### config.mk
export PLATFORM = sky130hd
export DESIGN_NAME = mcb_monitor_regs
export DESIGN_NICKNAME = d
export VERILOG_FILES = /design/src/rtl/mcb_pkg.sv /design/src/rtl/mcb_monitor_regs.sv
export SDC_FILE = /design/constraint.sdc
export NUM_CORES = 1
export LEC_CHECK = 0
export BUFFER_PORTS_ARGS = -buffer_cell sky130_fd_sc_hd__buf_2
export CORE_ASPECT_RATIO = 2
export CORE_MARGIN = 8
export CORE_UTILIZATION = 53
export DETAILED_ROUTE_END_ITERATION = 12
export GPL_ROUTABILITY_DRIVEN = 0
export PLACE_DENSITY_LB_ADDON = 0.1
export SLEW_MARGIN = 15
export SYNTH_ARGS = -nofsm -noshare
export SYNTH_HDL_FRONTEND = slang
export SYNTH_SLANG_ARGS = --single-unit
### constraint.sdc
create_clock -name mclk_i -period 9.1 [get_ports mclk_i]
set_input_delay 1.365 -clock mclk_i [delete_from_list [all_inputs] [get_ports mclk_i]]
set_output_delay 1.365 -clock mclk_i [all_outputs]
set_load 0.05 [all_outputs]
### src/rtl/mcb_pkg.sv
// constants and types shared by the monitor register bank
package mcb_pkg;

	// ************************************************************
	// register pointer values
	// ************************************************************
	localparam logic [7:0] PTR_CONFIG = 8'h00;
	localparam logic [7:0] PTR_SHUNT = 8'h01;
	localparam logic [7:0] PTR_BUS = 8'h02;
	localparam logic [7:0] PTR_POWER = 8'h03;
	localparam logic [7:0] PTR_CURRENT = 8'h04;
	localparam logic [7:0] PTR_SCALE = 8'h05;
	localparam logic [7:0] PTR_ALERT_ME = 8'h06;
	localparam logic [7:0] PTR_ALERT_LIM = 8'h07;
	localparam logic [7:0] PTR_MAKER = 8'h3E;
	localparam logic [7:0] PTR_PART = 8'h3F;

	// ************************************************************
	// reset values and write masks
	// ************************************************************
	localparam logic [15:0] CONFIG_RST = 16'h4127;
	localparam logic [15:0] RESULT_RST = 16'h0000;
	localparam logic [15:0] RESERVED_READ = 16'h0000;
	localparam logic [15:0] REG_RST [8] = '{CONFIG_RST, RESULT_RST,
		RESULT_RST, RESULT_RST, RESULT_RST, RESULT_RST, RESULT_RST,
		RESULT_RST};
	localparam logic [15:0] CFG_WR_MASK = 16'h1FFF;
	localparam logic [15:0] FULL_WR_MASK = 16'hFFFF;
	localparam logic [15:0] NO_WR_MASK = 16'h0000;
	localparam logic [1:0] CFG_FIXED = 2'b10;

	// ************************************************************
	// configuration field positions
	// ************************************************************
	localparam int CFG_SRST_BIT = 15;
	localparam int CFG_FIXED_LSB = 13;
	localparam int CFG_RANGE_BIT = 12;
	localparam int CFG_AVG_LSB = 9;
	localparam int CFG_BUSCT_LSB = 6;
	localparam int CFG_SHCT_LSB = 3;
	localparam int CFG_MODE_LSB = 0;

	// ************************************************************
	// timing and averaging tables
	// ************************************************************
	localparam int unsigned MCLK_MHZ = 40;
	localparam int unsigned CONV_US [8] = '{140, 204, 332, 588, 1100,
		2116, 4156, 8244};
	localparam int unsigned AVG_N [8] = '{1, 4, 16, 64, 128, 256, 512,
		1024};
	localparam int unsigned AVG_SHIFT [8] = '{0, 2, 4, 6, 7, 8, 9, 10};

	// ************************************************************
	// types
	// ************************************************************
	typedef struct packed {
		logic srst;
		logic [1:0] fixed;
		logic shunt_range_select;
		logic [2:0] average_count;
		logic [2:0] bus_conv_time;
		logic [2:0] shunt_conv_time;
		logic [2:0] mode;
	} mcb_cfg_type;

	typedef struct packed {
		logic xfer_start;
		logic ptr_we;
		logic wr_we;
		logic rd_re;
		logic [7:0] data;
	} mcb_req_type;

	typedef enum logic [1:0] {
		ST_IDLE = 2'b00,
		ST_SHUNT = 2'b01,
		ST_BUS = 2'b11
	} mcb_state_type;

endpackage

### src/rtl/mcb_monitor_regs.sv
// register bank and conversion sequencer of the power monitor
// How it works
// eight 16-bit registers at 0h-7h plus identity words at 3Eh, 3Fh
// host leaves unlisted offsets alone; they read zero, writes dropped
// configuration holds 4127h after power-on or any reset
// writing one to configuration bit 15 resets every register; reads 0
// configuration bits 14-13 are fixed and read 10b
// bit 12 picks shunt range; 0 is 81.92 mV and the reset value
// bits 11-9 pick 1 to 1024 averaged samples; reset 000b
// result registers change only when averaging completes
// bits 8-6 set bus conversion time; reset 100b; 000b is 140 us
// codes 001b-111b give 204 up to 8244 us conversion time
// mode bits 2-0: shutdown, single shot or continuous; reset 111b
// each register moves as two bytes, high byte first
// writes to read-only bits are ignored; fixed values stay
`timescale 1ns/1ps
module mcb_monitor_regs
	import mcb_pkg::*;
#(
	parameter int unsigned CYC_PER_US = MCLK_MHZ,
	parameter logic [15:0] MAKER_CODE = 16'h1357, // arbitrary value
	parameter logic [15:0] PART_CODE = 16'h2468 // arbitrary value
) (
	// clock and reset
	input wire logic mclk_i,
	input wire logic rstn_i,
	// byte port from the serial engine
	input wire mcb_req_type host_req_i,
	output logic [7:0] rd_byte_o,
	output logic rd_valid_o,
	// analogue converter words, foreign timing
	input wire logic [15:0] raw_shunt_i,
	input wire logic [15:0] raw_bus_i,
	// derived current and power from local logic
	input wire logic [15:0] cur_calc_i,
	input wire logic [15:0] pow_calc_i,
	// configuration and status toward the rest of the chip
	output logic shunt_range_o,
	output logic [1:0] conv_sel_o,
	output logic result_update_o,
	output logic [15:0] scale_factor_o,
	output logic [15:0] alert_mask_o,
	output logic [15:0] alert_threshold_o
);

	// ************************************************************
	// helpers
	// ************************************************************
	// cycles of one conversion, minus the cycle of loading
	function automatic logic [19:0] conv_load(input logic [2:0] code);
		conv_load = 20'(CONV_US[code] * CYC_PER_US - 1);
	endfunction
	function automatic logic [9:0] last_smp(input logic [2:0] code);
		last_smp = 10'(AVG_N[code] - 1);
	endfunction
	function automatic logic [15:0] wr_mask(input logic [2:0] idx);
		case (idx)
			3'h0: wr_mask = CFG_WR_MASK;
			3'h5, 3'h6, 3'h7: wr_mask = FULL_WR_MASK;
			default: wr_mask = NO_WR_MASK;
		endcase
	endfunction
	function automatic mcb_state_type start_st(input mcb_cfg_type c);
		start_st = c.mode[0] ? ST_SHUNT : (c.mode[1] ? ST_BUS : ST_IDLE);
	endfunction
	function automatic logic [19:0] start_cnt(input mcb_cfg_type c);
		start_cnt = c.mode[0] ? conv_load(c.shunt_conv_time) :
			conv_load(c.bus_conv_time);
	endfunction
	localparam logic [19:0] RST_CNT =
		20'(CONV_US[CONFIG_RST[CFG_SHCT_LSB+:3]] * CYC_PER_US - 1);

	// ************************************************************
	// input synchronisers
	// ************************************************************
	logic [15:0] sh_meta_q, sh_sync_q, bus_meta_q, bus_sync_q;

	// converter words come from the analogue side, so two stages
	always_ff @(posedge mclk_i or negedge rstn_i) begin
		if (!rstn_i) begin
			sh_meta_q <= 16'h0000;
			sh_sync_q <= 16'h0000;
			bus_meta_q <= 16'h0000;
			bus_sync_q <= 16'h0000;
		end else begin
			sh_meta_q <= raw_shunt_i;
			sh_sync_q <= sh_meta_q;
			bus_meta_q <= raw_bus_i;
			bus_sync_q <= bus_meta_q;
		end
	end

	// ************************************************************
	// register file, byte port and sequencer state
	// ************************************************************
	logic [15:0] regs_q [8];
	logic [15:0] regs_d [8];
	logic [7:0] ptr_q, ptr_d, msb_q, msb_d, rd_byte_q, rd_byte_d;
	logic phase_q, phase_d, rd_valid_q, rd_valid_d, upd_q, upd_d;
	logic [15:0] shadow_q, shadow_d, rd_word, wdata, wmask, wr_val;
	mcb_state_type st_q, st_d;
	logic [19:0] cnt_q, cnt_d;
	logic [9:0] smp_q, smp_d;
	logic signed [25:0] acc_sh_q, acc_sh_d, sh_sum;
	logic [25:0] acc_bus_q, acc_bus_d, bus_sum;
	logic [1:0] sel_q, sel_d;
	logic fin, srst;
	mcb_cfg_type cfg, new_cfg;

	assign cfg = mcb_cfg_type'(regs_q[0]);
	assign wdata = {msb_q, host_req_i.data};
	assign wmask = wr_mask(ptr_q[2:0]);
	assign wr_val = (regs_q[ptr_q[2:0]] & ~wmask) | (wdata & wmask);
	assign new_cfg = mcb_cfg_type'(wr_val);

	// read mux; unlisted offsets return zero
	always_comb begin
		if (ptr_q <= PTR_ALERT_LIM)
			rd_word = regs_q[ptr_q[2:0]];
		else if (ptr_q == PTR_MAKER)
			rd_word = MAKER_CODE;
		else if (ptr_q == PTR_PART)
			rd_word = PART_CODE;
		else
			rd_word = RESERVED_READ;
	end

	// next state of everything; host writes override the sequencer
	always_comb begin
		regs_d = regs_q;
		ptr_d = ptr_q;
		msb_d = msb_q;
		phase_d = phase_q;
		shadow_d = shadow_q;
		rd_byte_d = rd_byte_q;
		rd_valid_d = 1'b0;
		st_d = st_q;
		cnt_d = cnt_q;
		smp_d = smp_q;
		acc_sh_d = acc_sh_q;
		acc_bus_d = acc_bus_q;
		sh_sum = acc_sh_q;
		bus_sum = acc_bus_q;
		upd_d = 1'b0;
		fin = 1'b0;
		srst = 1'b0;
		// conversion timing per phase
		if (st_q != ST_IDLE) begin
			if (cnt_q != 20'h00000) begin
				cnt_d = cnt_q - 20'h00001;
			end else if (st_q == ST_SHUNT) begin
				sh_sum = acc_sh_q + {{10{sh_sync_q[15]}}, sh_sync_q};
				acc_sh_d = sh_sum;
				if (cfg.mode[1]) begin
					st_d = ST_BUS;
					cnt_d = conv_load(cfg.bus_conv_time);
				end else begin
					fin = 1'b1;
				end
			end else begin
				bus_sum = acc_bus_q + {10'h000, bus_sync_q};
				acc_bus_d = bus_sum;
				fin = 1'b1;
			end
		end
		// one sample set done; publish only after the last one
		if (fin) begin
			if (smp_q == last_smp(cfg.average_count)) begin
				if (cfg.mode[0])
					regs_d[1] = 16'(sh_sum >>> AVG_SHIFT[cfg.average_count]);
				if (cfg.mode[1])
					regs_d[2] = 16'(bus_sum >> AVG_SHIFT[cfg.average_count]);
				regs_d[3] = pow_calc_i;
				regs_d[4] = cur_calc_i;
				upd_d = 1'b1;
				smp_d = 10'h000;
				acc_sh_d = 26'h0000000;
				acc_bus_d = 26'h0000000;
				// single shot stops, continuous goes round again
				st_d = cfg.mode[2] ? start_st(cfg) : ST_IDLE;
			end else begin
				smp_d = smp_q + 10'h001;
				st_d = start_st(cfg);
			end
			cnt_d = start_cnt(cfg);
		end
		// byte port; start or pointer write realigns to the high byte
		if (host_req_i.xfer_start)
			phase_d = 1'b0;
		if (host_req_i.ptr_we) begin
			ptr_d = host_req_i.data;
			phase_d = 1'b0;
		end else if (host_req_i.wr_we) begin
			if (!phase_q) begin
				msb_d = host_req_i.data;
				phase_d = 1'b1;
			end else begin
				phase_d = 1'b0;
				if (ptr_q == PTR_CONFIG && wdata[CFG_SRST_BIT]) begin
					srst = 1'b1;
				end else if (ptr_q <= PTR_ALERT_LIM) begin
					regs_d[ptr_q[2:0]] = wr_val;
					if (ptr_q == PTR_CONFIG) begin
						// a new setting restarts the measurement
						st_d = start_st(new_cfg);
						cnt_d = start_cnt(new_cfg);
						smp_d = 10'h000;
						acc_sh_d = 26'h0000000;
						acc_bus_d = 26'h0000000;
					end
				end
			end
		end else if (host_req_i.rd_re) begin
			rd_valid_d = 1'b1;
			// low byte comes from a snapshot, so the word is coherent
			if (!phase_q) begin
				shadow_d = rd_word;
				rd_byte_d = rd_word[15:8];
				phase_d = 1'b1;
			end else begin
				rd_byte_d = shadow_q[7:0];
				phase_d = 1'b0;
			end
		end
		// soft reset behaves as power-on for the register set
		if (srst) begin
			regs_d = REG_RST;
			st_d = ST_SHUNT;
			cnt_d = RST_CNT;
			smp_d = 10'h000;
			acc_sh_d = 26'h0000000;
			acc_bus_d = 26'h0000000;
			upd_d = 1'b0;
		end
		sel_d = {st_d == ST_BUS, st_d == ST_SHUNT};
	end

	// register the whole state
	always_ff @(posedge mclk_i or negedge rstn_i) begin
		if (!rstn_i) begin
			regs_q <= REG_RST;
			ptr_q <= PTR_CONFIG;
			msb_q <= 8'h00;
			phase_q <= 1'b0;
			shadow_q <= 16'h0000;
			rd_byte_q <= 8'h00;
			rd_valid_q <= 1'b0;
			st_q <= ST_SHUNT;
			cnt_q <= RST_CNT;
			smp_q <= 10'h000;
			acc_sh_q <= 26'h0000000;
			acc_bus_q <= 26'h0000000;
			upd_q <= 1'b0;
			sel_q <= 2'b01;
		end else begin
			regs_q <= regs_d;
			ptr_q <= ptr_d;
			msb_q <= msb_d;
			phase_q <= phase_d;
			shadow_q <= shadow_d;
			rd_byte_q <= rd_byte_d;
			rd_valid_q <= rd_valid_d;
			st_q <= st_d;
			cnt_q <= cnt_d;
			smp_q <= smp_d;
			acc_sh_q <= acc_sh_d;
			acc_bus_q <= acc_bus_d;
			upd_q <= upd_d;
			sel_q <= sel_d;
		end
	end

	// ************************************************************
	// outputs, all straight from flip-flops
	// ************************************************************
	assign rd_byte_o = rd_byte_q;
	assign rd_valid_o = rd_valid_q;
	assign shunt_range_o = regs_q[0][CFG_RANGE_BIT];
	assign conv_sel_o = sel_q;
	assign result_update_o = upd_q;
	assign scale_factor_o = regs_q[5];
	assign alert_mask_o = regs_q[6];
	assign alert_threshold_o = regs_q[7];
endmodule

# Yosys cells after proc, flatten, opt, wreduce, memory -nomap -nowiden
# Memories as Yosys holds them, arrays and structs flattened.
# Index checks and enable logic that the tools add are counted.
# Widths: inputs -> output; s select.
# op_classes
n_eq_ne	11
shifts	2
addsub	9
bitwise	13
n_mul	4
magnitude_cmp	8
muxes	117
n_reduce_logical	15
# ops
op	n
$mux 128	6
$mux 26	24
$mux 32	10
$mux 20	14
$bwmux 128	1
$mul 32x3->17 const B	4
$mux 64	2
$mux 10	11
$sub 20x1->20 const B	5
$mux 16	6
$bmux 16 s3	1
$demux 16 s3	1
$mux 2	18
$and 16x16->16	2
$pmux 16 s2	1
$shr 26x32->16	1
$sshr 26x32->16	1
$mux 14	2
$add 26x16->26	1
$add 26x26->26	1
$ge 4x4->1 const B	6
$not 3->4	6
$reduce_bool 20->1	1
$mux 1	19
other kinds (24)	35
# totals
input_bits	78
n_memories	6
romBits	1536
ff_bits	313
# mem_list
name	depth	width	read_ports	rd_ports_with_merged_regs	write_ports	line_no	rtl
(no name shown)	8	32	1	0	0	mcb_monitor_regs.sv:51	conv_load = 20'(CONV_US[code] * CYC_PER_US - 1);
(no name shown)	8	32	1	0	0	mcb_monitor_regs.sv:51	
(no name shown)	8	32	1	0	0	mcb_monitor_regs.sv:51	
(no name shown)	8	32	1	0	0	mcb_monitor_regs.sv:51	
(no name shown)	8	32	1	0	0	mcb_monitor_regs.sv:172	regs_d[2] = 16'(bus_sum >> AVG_SHIFT[cfg.average_count]);
(no name shown)	8	32	1	0	0	mcb_monitor_regs.sv:54	last_smp = 10'(AVG_N[code] - 1);

# Logic depth before layout (Yosys ltp)
# Gate-level depths: netlist (run 1).
# logic_depth
ltp_word	20
mapped_depth	22

# Least setup slack after synthesis (run 1)
# Ideal clock, no wire load.
# synth_timing
kind	input-to-reg
from	input host_req_i[7] (netlist bit)
to	register cnt_q[17]
arrival_time_ps	3904
slack_ps	5078
setup_ps	118
n_path_buf	1
stages	13
required_ps	8982
path_cell_list	nand2_1 > o21ai_1 > inv_1 > clkbuf_1 > ha_1 > ha_1 > or3b_2 > a31oi_1 > o21ai_0 > o21ai_0 > xnor2_1 > o21ai_0 > a21o_1
# synth_via
elab_chain_len	16
# synth_rtl
element	line_no	rtl
from (decl)	mcb_monitor_regs.sv:28	input wire mcb_req_type host_req_i,
$and 16x16->16	mcb_monitor_regs.sv:113	assign wr_val = (regs_q[ptr_q[2:0]] & ~wmask) | (wdata & wmask);
$or 16x16->16	mcb_monitor_regs.sv:113	
$not 3->4 (implied by the code)	mcb_monitor_regs.sv:51	
$mem_v2 8x32	-	
$mux 32 (implied by the code) (2 in a row)	mcb_monitor_regs.sv:51	
$mul 32x3->17	mcb_monitor_regs.sv:51	
$sub 20x1->20	mcb_monitor_regs.sv:51	
$mux 20	mcb_monitor_regs.sv:67	start_cnt = c.mode[0] ? conv_load(c.shunt_conv_time) :
$mux 20	mcb_monitor_regs.sv:203	if (ptr_q == PTR_CONFIG) begin
$mux 20	mcb_monitor_regs.sv:201	end else if (ptr_q <= PTR_ALERT_LIM) begin
$mux 20	mcb_monitor_regs.sv:199	if (ptr_q == PTR_CONFIG && wdata[CFG_SRST_BIT]) begin
$mux 20	mcb_monitor_regs.sv:194	if (!phase_q) begin
$mux 20	mcb_monitor_regs.sv:193	end else if (host_req_i.wr_we) begin
$mux 20	mcb_monitor_regs.sv:190	if (host_req_i.ptr_we) begin
$mux 20	mcb_monitor_regs.sv:226	if (srst) begin
via cnt_d[17]	mcb_monitor_regs.sv:102	logic [19:0] cnt_q, cnt_d;
to (signal assigned)	mcb_monitor_regs.sv:264	cnt_q <= cnt_d;
to (decl)	mcb_monitor_regs.sv:102	
# The timed path passes the listed nets, and every way through them passes these cells. The select of a mux whose other input is x is not followed.
# A chain may end at the register's enable or synchronous reset.

# Final worst setup path (run 1)
# layout_timing
from	register ptr_q[0]
to	register cnt_q[17]
# layout_via
elab_chain_len	20
elab_cells_between_ends	41
cone_classes	add/sub (2); mul (2); order compare (1); eq/ne (3); mux (20); bitwise (7); reduce/logical (4); memory (2)
# layout_rtl
element	line_no	rtl
from (decl)	mcb_monitor_regs.sv:98	logic [7:0] ptr_q, ptr_d, msb_q, msb_d, rd_byte_q, rd_byte_d;
from (signal assigned)	mcb_monitor_regs.sv:257	ptr_q <= ptr_d;
$not 3->4 (implied by the code) / $eq 3x3->1 (equally long branches)	mcb_monitor_regs.sv:113, mcb_monitor_regs.sv:57	
$bmux 16 s3 / $reduce_or 3->1 (equally long branches)	mcb_monitor_regs.sv:113, mcb_monitor_regs.sv:57	
$mux 16 (implied by the code) / $pmux 16 s2 (equally long branches)	mcb_monitor_regs.sv:113, mcb_monitor_regs.sv:57	
$mux 16 (implied by the code) / $not 16->16 (equally long branches)	mcb_monitor_regs.sv:113	
$and 16x16->16	mcb_monitor_regs.sv:113	
$or 16x16->16	mcb_monitor_regs.sv:113	
$not 3->4 (implied by the code)	mcb_monitor_regs.sv:51	
$mem_v2 8x32	-	
(+5 left out)	-	
$mux 20	mcb_monitor_regs.sv:203	
$mux 20	mcb_monitor_regs.sv:201	
$mux 20	mcb_monitor_regs.sv:199	
$mux 20	mcb_monitor_regs.sv:194	
$mux 20	mcb_monitor_regs.sv:193	
$mux 20	mcb_monitor_regs.sv:190	
$mux 20 *	mcb_monitor_regs.sv:226	
via cnt_d[17]	mcb_monitor_regs.sv:102	
# Mark *: on every way through the listed nets, which the timed path passes. The rest lies on a longest branch. The select of a mux whose other input is x is not followed.

==> results of run 1 <==
-- Yosys cell counts (38+ instances only) --
cell	instances
sky130_fd_sc_hd__a211oi_1	45
sky130_fd_sc_hd__a21oi_1	165
sky130_fd_sc_hd__a31oi_1	38
sky130_fd_sc_hd__buf_4	51
sky130_fd_sc_hd__clkbuf_1	124
sky130_fd_sc_hd__dfrtp_1	293
sky130_fd_sc_hd__ha_1	103
sky130_fd_sc_hd__inv_1	44
sky130_fd_sc_hd__mux2i_1	69
sky130_fd_sc_hd__nand2_1	354
sky130_fd_sc_hd__nand3_1	90
sky130_fd_sc_hd__nor2_1	256
sky130_fd_sc_hd__nor3_1	60
sky130_fd_sc_hd__o21ai_0	207
sky130_fd_sc_hd__xnor2_1	47
-- routing by layer --
metal	part of all wire	GRT usage	routed length, um	vias to the layer above
met2	0.48	0.490	34200	930
met1	0.39	0.353	27800	9666
li1	-	-	-	9278
met4	0.059	0.163	4180	2
met3	0.071	0.0440	5070	209
met5	0.00018	0	13	-
-- how the worst max path moves through the flow --
stage | end | slack, ns
finish | cnt_q[17] | 3.53
CTS | cnt_q[17] | 3.67
floorplan | cnt_q[17] | 5.08
global route | cnt_q[17] | 3.25
global placement | cnt_q[17] | 3.71
detailed placement | cnt_q[17] | 3.64
-- registers in the layout (all words and copies together) (netlist names) --
| name | flops |
|---|---|
| regs_q | 64 |
| acc_bus_q | 26 |
| acc_sh_q | 26 |
| cnt_q | 20 |
| alert_mask_o | 16 |
| alert_threshold_o | 16 |
| bus_meta_q | 16 |
| bus_sync_q | 16 |
| cfg | 16 |
| scale_factor_o | 16 |
| sh_meta_q | 16 |
| sh_sync_q | 16 |
| smp_q | 10 |
| msb_q | 8 |
| ptr_q | 8 |
| rd_byte_o | 8 |
| shadow_q | 8 |
| conv_sel_o | 2 |
| st_q | 2 |
| phase_q | 1 |
| rd_valid_o | 1 |
| result_update_o | 1 |
-- critical path: stages (launching register included) --
cell and delay (ns):
sky130_fd_sc_hd__dfrtp_2 0.34, sky130_fd_sc_hd__buf_4 0.51, sky130_fd_sc_hd__clkinv_1 0.49, sky130_fd_sc_hd__a2bb2oi_1 0.25
sky130_fd_sc_hd__o22ai_1 0.16, sky130_fd_sc_hd__o21ai_1 0.76, sky130_fd_sc_hd__inv_1 0.54, sky130_fd_sc_hd__ha_1 0.39
sky130_fd_sc_hd__ha_1 0.31, sky130_fd_sc_hd__or3b_2 0.44, sky130_fd_sc_hd__a31oi_1 0.37, sky130_fd_sc_hd__o21ai_0 0.22
sky130_fd_sc_hd__o21ai_0 0.28, sky130_fd_sc_hd__xnor2_1 0.15, sky130_fd_sc_hd__o21ai_0 0.09, sky130_fd_sc_hd__a21o_1 0.16
-- cell type report --
type	instances	share of cell area
timing repair buffer	173	0.0416
tap	535	0.0285
multi-input combinational	2006	0.543
sequential	313	0.335
clock inverter	17	0.00895
clock buffer	37	0.0357
inverter	49	0.00783
-- kinds of logic after synthesis --
family,synth area share
compound gates,0.213
xor+xnor,0.0326
buf+inv,0.0538
mux,0.0722
simple gates,0.205
flops,0.362
fa+ha+maj,0.0612
other cells,0.000173
-- through the flow --
step / instance area [sq um] / power (mW) / std cells / setup WS, ns
2_1_floorplan: 21700 / 1.99 / 2572 / 5.08
3_3_place_gp: 22400 / 2.23 / 3076 / 3.71
3_5_place_dp: 22400 / 2.24 / 3076 / 3.64
4_1_cts: 23500 / 3.60 / 3130 / 3.67
5_1_grt: 23500 / 3.73 / 3130 / 3.25
6_report: 23500 / 3.59 / 3130 / 3.53
-- power by group --
group / switching [mW] / internal [mW] / leakage (nW)
sequential: 0.0592 / 1.45 / 3.89
clock: 0.589 / 0.769 / 0.507
combinational: 0.473 / 0.249 / 5.98
total: 1.12 / 2.47 / 10.4
==> summary.md, run 1 <==
| Metric | Value |
|---|---|
| Area share of the leading cell type in the synthesized netlist | 0.338 |
| Tmin final | 5.57 ns |
| Wire length of the first global-routing pass | 112 mm |
| Endpoint, Worst Hold | bus_sync_q[10] |
| Sinks on the clock net | 313 |
| Ratio of final minimum period to clock period | 0.612 |
| Most used DFF post-synth | sky130_fd_sc_hd__dfrtp_1 |
| Highest net fanout along the worst path | 41 |
| CTS hold repair buffers | 0 |
| Worst setup startpoint | ptr_q[0] |
| Final hold violation count | 0 |
| Async SR Flop Fraction | 1.00 |
| Library cell occupying the most area in the post-synthesis netlist | sky130_fd_sc_hd__dfrtp_1 |
| Sequential standard cell area | 7860 sq um |
| Post-Route Utilization | 0.577 |
| Worst-skew pair later-pin latency | 0.61 ns |
| Vertical extent of the die | 302 um |
| Vias in the first global route | 19600 |
| Post-route antenna net violation count | 0 |
| Peak supply drop | 0.000217 V |
| Worst hold slack after final layout | 0.345 ns |
| Setup repair after global routing missed its margin | false |
| Proportion of layout cells with a drive suffix above 1 | 0.133 |
| Pins over their slew limit | 0 |
| Number of buffers on the longest clock path | 3 |
| Total standard cell area after synthesis | 21700 sq um |
| Outcome | finished clean |
| Type of the tightest min-delay check | flop to flop |
| # IOs | 139 |
| Number of enable-type register cells in the synthesized netlist | 0 |
| Number of warnings printed during yosys synthesis | 0 |
| Worst Skew | 0.0272 ns |
| Core ar. | 40700 sq um |
| R2r worst-path depth | 15 |
| Clock slew at the register clock pins of the worst setup and hold paths | 0.06 ns |
| Synth-to-Final Area Change | 8.13% |
| Antenna violations before repair | 2 |
| All-Layer GR Usage | 0.291 |
| Worst endpoint required time | 9.60 ns |
| Number of standard-cell rows in the floorplan | 105 |
| Reg-to-Reg Start | ptr_q[0] |
| Worst reg-to-reg setup slack | 3.53 ns |
| Overall via count from detail_route | 20100 |
| ANT cells | 0 |
| Total Nets Final | 2757 |
| Pin count of the biggest net entering global routing | 148 |
| Slew Limit Headroom | 0.255 |
| Hold path cells | 0 |
| Critical Path Start Type | flop |
| Final WL | 71.2 mm |
| Post-synthesis sequential area ratio | 0.362 |
| Port Buffers | 138 |
| Static leakage | 10.4 nW |
| Cell Pwr Density | 153 nW/um^2 |
| Total of flip-flops plus latches after synthesis | 313 |
| Final routed wire length divided by cell count | 22.8 um |
| Critical Path Sink Type | flop |
| TritonCTS buffer count | 31 |
| Post CTS Setup Buffer Count | 0 |
| Gate count of the mapped netlist | 2565 |
| Mean cell area of the mapped netlist | 8.47 sq um |
| Max_cap viols | 0 |
| Cell at the root of the clock tree | sky130_fd_sc_hd__clkbuf_16 |
| Crit path DAT | 6.07 ns |
| Commonest non-fill, non-tap cell in the layout | sky130_fd_sc_hd__nand2_1 |
| Setup-failing EPs final | 0 |
| Per-cell via count in the routed design | 6.42 |
| CTS tree | yes |
| Final-layout fill cell count | 3749 |
| Distinct cells, synth | 89 |
| DRC | 0 |
| Max Clock Freq | 0.180 GHz |
| Post-Route Setup TNS | 0 ns |
| Capture instance of the worst register-to-register path | cnt_q[17] |
| GRT overflow | 0 |
| Post-detail-place hpwl | 51.7 mm |
| Hold wc startpoint | bus_meta_q[10] |
| Critical path class | flop to flop |
| H-tree Lvls | 1 |
| Area of the die | 48100 sq um |
| Commonest cells after routing, fill and taps aside | sky130_fd_sc_hd__nand2_1 (351), sky130_fd_sc_hd__dfrtp_1 (291), sky130_fd_sc_hd__nor2_1 (256) |
| Total area of multi-input combinational cells | 12700 sq um |
| Actual transition at the worst max-transition pin | 1.11 ns |
| Die boundary width | 159 um |
| Count of cells resized by post-cts repair | 0 |
| Largest cells by area after synthesis | sky130_fd_sc_hd__dfrtp_1 (34%), sky130_fd_sc_hd__nand2_1 (6.1%), sky130_fd_sc_hd__ha_1 (5.9%) |
| Detailed router's first-iteration violation count | 1739 |
| Drt first pass iters | 8 |
| Initial standard-cell utilization of the core | 0.533 |
Note: power is estimated with default switching activity, not from simulation.
==> run 2: changes to the inputs <==
- ABC_AREA: not set -> 1
- clock period: 9.1 -> 5.42 ns (I/O delays scaled with it)
==> run 2 against run 1 <==
Compared with the run above: sequential power rose by 79%; clock power rose by 67%; synthesized cell count rose by 21%; global-route usage rose by 2.6 points; largest cell class unchanged; largest power group unchanged.
==> summary.md, run 2 <==
| Metric | Value |
|---|---|
| Number of enable-type register cells in the synthesized netlist | 0 (unchanged) |
| Final WL | 79.9 mm (was 71.2 mm) |
| Share of power burned in the clock network | 0.331 (was 0.378) |
| # IOs | 139 (unchanged) |
| Actual transition at the worst max-transition pin | 1.23 ns (was 1.11 ns) |
| Final routed wire length divided by cell count | 21.5 um (was 22.8 um) |
| Slew Limit Headroom | 0.176 (was 0.255) |
| Worst Skew | 0.0391 ns (was 0.0272 ns) |
| Area of the die | 49400 sq um (was 48100 sq um) |
| Drt first pass iters | 6 (was 8) |
| Total net switching power | 2.60 mW (was 1.12 mW) |
| Static leakage | 11.6 nW (was 10.4 nW) |
| Post-Route Setup TNS | 0 ns (unchanged) |
| Critical path class | flop to flop (unchanged) |
| H-tree Lvls | 1 (unchanged) |
| Setup-failing EPs final | 0 (unchanged) |
| Area share of the leading cell type in the synthesized netlist | 0.328 (was 0.338) |
| Outcome | finished clean (unchanged) |
| Tmin final | 4.48 ns (was 5.57 ns) |
| Vertical extent of the die | 306 um (was 302 um) |
| Setup repair after global routing missed its margin | false (unchanged) |
| Gate count of the mapped netlist | 3111 (was 2565) |
| Wire length of the first global-routing pass | 123 mm (was 112 mm) |
| Post-synthesis sequential area ratio | 0.352 (was 0.362) |
| Largest register by flop count | regs_q (unchanged) |
| Pin count of the biggest net entering global routing | 120 (was 148) |
| Switching power share of the total | 0.379 (was 0.312) |
| TritonCTS buffer count | 30 (was 31) |
| Largest cells by area after synthesis | sky130_fd_sc_hd__dfrtp_1 (33%), sky130_fd_sc_hd__nand2_1 (13%), sky130_fd_sc_hd__nand3_1 (6.9%) (was sky130_fd_sc_hd__dfrtp_1 (34%), sky130_fd_sc_hd__nand2_1 (6.1%), sky130_fd_sc_hd__ha_1 (5.9%)) |
| Post-Route Utilization | 0.579 (was 0.577) |
| Worst reg-to-reg setup slack | 0.94 ns (was 3.53 ns) |
| Internal power | 4.27 mW (was 2.47 mW) |
| Registers with the most flip-flops | regs_q x64, acc_bus_q x26, acc_sh_q x26 (unchanged) |
| Critical Path Sink Type | flop (unchanged) |
| Per-cell via count in the routed design | 6.07 (was 6.42) |
| Count of cells resized by post-cts repair | 0 (unchanged) |
| Type of the tightest min-delay check | input pin to async pin (was flop to flop) |
| Capture instance of the worst register-to-register path | cnt_q[15] (was cnt_q[17]) |
| Distinct cells, synth | 71 (was 89) |
| Number of standard-cell rows in the floorplan | 106 (was 105) |
| Number of warnings printed during yosys synthesis | 0 (unchanged) |
| Sinks on the clock net | 313 (unchanged) |
| Antenna violations before repair | 0 (was 2) |
| Die boundary width | 161 um (was 159 um) |
| Detailed router's first-iteration violation count | 1817 (was 1739) |
| Peak supply drop | 0.000259 V (was 0.000217 V) |
| Global routing met3 resource utilization | 0.0490 (was 0.0440) |
| GRT overflow | 0 (unchanged) |
| Commonest non-fill, non-tap cell in the layout | sky130_fd_sc_hd__nand2_1 (unchanged) |
| Total of flip-flops plus latches after synthesis | 313 (unchanged) |
| Portion of total power attributed to combinational logic | 0.276 (was 0.201) |
| Crit path DAT | 5.00 ns (was 6.07 ns) |
| Post-detail-place hpwl | 61.0 mm (was 51.7 mm) |
| DRC | 0 (unchanged) |
| Layer carrying the most global-route usage | met2 (unchanged) |
| Power share of the sequential group | 0.393 (was 0.420) |
| Cell at the root of the clock tree | sky130_fd_sc_hd__clkbuf_16 (unchanged) |
| Total Nets Final | 3337 (was 2757) |
| Commonest cells after routing, fill and taps aside | sky130_fd_sc_hd__nand2_1 (765), sky130_fd_sc_hd__nand3_1 (307), sky130_fd_sc_hd__dfrtp_1 (293) (was sky130_fd_sc_hd__nand2_1 (351), sky130_fd_sc_hd__dfrtp_1 (291), sky130_fd_sc_hd__nor2_1 (256)) |
| Most used DFF post-synth | sky130_fd_sc_hd__dfrtp_1 (unchanged) |
| Number of flip-flops in the largest register | 64 (unchanged) |
| Critical Path Start Type | flop (unchanged) |
| Most frequent cell after synthesis | sky130_fd_sc_hd__nand2_1 (unchanged) |
| Cell Pwr Density | 285 nW/um^2 (was 153 nW/um^2) |
| Worst-skew pair later-pin latency | 0.63 ns (was 0.61 ns) |
| Clock slew at the register clock pins of the worst setup and hold paths | 0.07 ns (was 0.06 ns) |
| Vias in the first global route | 23000 (was 19600) |
| Core ar. | 41600 sq um (was 40700 sq um) |
| CTS tree | yes (unchanged) |
| Global Route met2 Usage | 0.571 (was 0.490) |
| Reg-to-Reg Start | ptr_q[1] (was ptr_q[0]) |
| Max Clock Freq | 0.223 GHz (was 0.180 GHz) |
| Library cell occupying the most area in the post-synthesis netlist | sky130_fd_sc_hd__dfrtp_1 (unchanged) |
| Port Buffers | 138 (unchanged) |
| CTS hold repair buffers | 0 (unchanged) |
| Mean cell area of the mapped netlist | 7.18 sq um (was 8.47 sq um) |
| Max_cap viols | 0 (unchanged) |
| Final hold violation count | 0 (unchanged) |
| Worst endpoint required time | 5.94 ns (was 9.60 ns) |
| Overall via count from detail_route | 22600 (was 20100) |
| Post-route antenna net violation count | 0 (unchanged) |
| Initial standard-cell utilization of the core | 0.536 (was 0.533) |
| Proportion of layout cells with a drive suffix above 1 | 0.126 (was 0.133) |
| Post CTS Setup Buffer Count | 0 (unchanged) |
| Routing usage on met1 | 0.312 (was 0.353) |
| Async SR Flop Fraction | 1.00 (unchanged) |
| Ratio of final minimum period to clock period | 0.827 (was 0.612) |
| Pins over their slew limit | 0 (unchanged) |
| Synth-to-Final Area Change | 7.86% (was 8.13%) |
| Total standard cell area after synthesis | 22300 sq um (was 21700 sq um) |
| R2r worst-path depth | 25 (was 15) |
| ANT cells | 0 (unchanged) |
| Highest net fanout along the worst path | 23 (was 41) |
| Most frequent cells after synthesis | sky130_fd_sc_hd__nand2_1 (766), sky130_fd_sc_hd__nand3_1 (307), sky130_fd_sc_hd__dfrtp_1 (293), sky130_fd_sc_hd__inv_1 (264), sky130_fd_sc_hd__nor2_1 (260) (was sky130_fd_sc_hd__nand2_1 (354), sky130_fd_sc_hd__dfrtp_1 (293), sky130_fd_sc_hd__nor2_1 (256), sky130_fd_sc_hd__o21ai_0 (207), sky130_fd_sc_hd__a21oi_1 (165)) |
| All-Layer GR Usage | 0.317 (was 0.291) |
| Number of buffers on the longest clock path | 3 (unchanged) |
-- run 2: how the worst max path moves through the flow --
stage | start | to | slack, ns | cells past startpoint
5_1_grt | ptr_q[1] | cnt_q[15] | 0.68 | 25
6_report | ptr_q[1] | cnt_q[15] | 0.94 | 25
3_5_place_dp | ptr_q[1] | cnt_q[15] | 1.17 | 26
3_3_place_gp | ptr_q[1] | cnt_q[15] | 1.28 | 26
4_1_cts | ptr_q[1] | cnt_q[15] | 1.10 | 25
2_1_floorplan | cfg[5] | cnt_q[15] | 2.43 | 22
-- run 2: final cells by class --
cell class	instances	area, sq um
clock buffers	30	751
repair buffers	168	938
flip-flops and latches	313	7860
inverters	296	1130
fillers	4039	17600
multi-input cells	2345	12400
clock inverters	26	294
well taps	540	676
-- run 2: critical path: stages, from the launching register on --
cell and delay, ns:
sky130_fd_sc_hd__dfrtp_1 0.65, sky130_fd_sc_hd__inv_2 0.24, sky130_fd_sc_hd__nand2_8 0.21, sky130_fd_sc_hd__nor2_1 0.10, sky130_fd_sc_hd__nor2_4 0.47, sky130_fd_sc_hd__inv_2 0.22, sky130_fd_sc_hd__nand2_1 0.10, sky130_fd_sc_hd__nand2_1 0.33
sky130_fd_sc_hd__nor2_2 0.26, sky130_fd_sc_hd__inv_1 0.10, sky130_fd_sc_hd__nand2_1 0.10, sky130_fd_sc_hd__o21ai_0 0.10, sky130_fd_sc_hd__ha_1 0.29, sky130_fd_sc_hd__ha_1 0.20, sky130_fd_sc_hd__nand2_1 0.08, sky130_fd_sc_hd__nand2_1 0.05
sky130_fd_sc_hd__nand2_1 0.11, sky130_fd_sc_hd__nand2_1 0.10, sky130_fd_sc_hd__nand2_1 0.08, sky130_fd_sc_hd__nand3_1 0.09, sky130_fd_sc_hd__nor2_1 0.12, sky130_fd_sc_hd__nand2_1 0.06, sky130_fd_sc_hd__nand3_1 0.07, sky130_fd_sc_hd__nand3_1 0.08
sky130_fd_sc_hd__nand2_1 0.08, sky130_fd_sc_hd__nand2_1 0.05
-- run 2: logic make-up (layout without fill, tap and decap cells) --
logic type      Yosys count  in the layout  share of synthesized area
compound gates          635            635                      0.164
xor+xnor                 52             52                     0.0204
fa+ha+maj               105            105                     0.0595
buf+inv                 460            520                     0.0929
flops                   313            313                      0.352
mux                       2              2                   0.000896
other cells               1              8                   0.000168
simple gates           1543           1543                      0.310
-- run 2: power groups by stage --
| stage | Sequential (mW) | Clock [mW] | Combinational (mW) |
|---|---|---|---|
| floorplan | 2.70 | 0 | 1.35 |
| global placement | 2.73 | 0 | 1.81 |
| detailed placement | 2.74 | 0 | 1.84 |
| CTS | 2.69 | 2.29 | 1.85 |
| global route | 2.71 | 2.37 | 2.06 |
| finish | 2.70 | 2.27 | 1.90 |
-- run 2: stage by stage --
step	setup WS, ns	cell area [sq um]	cells	hold WS (ns)	power, mW
6_report	0.939	24100	3718	0.198	6.87
3_3_place_gp	1.28	23000	3662	0.333	4.54
4_1_cts	1.10	24100	3718	0.243	6.83
5_1_grt	0.675	24100	3718	0.256	7.15
3_5_place_dp	1.17	23000	3662	0.335	4.58
2_1_floorplan	2.43	22400	3118	0.331	4.06
-- run 2: per-layer routing --
metal	routed length [um]	vias to the layer above
li1	-	10500
met1	26600	10600
met2	40900	1077
met3	4930	407
met4	7570	0
met5	0	-
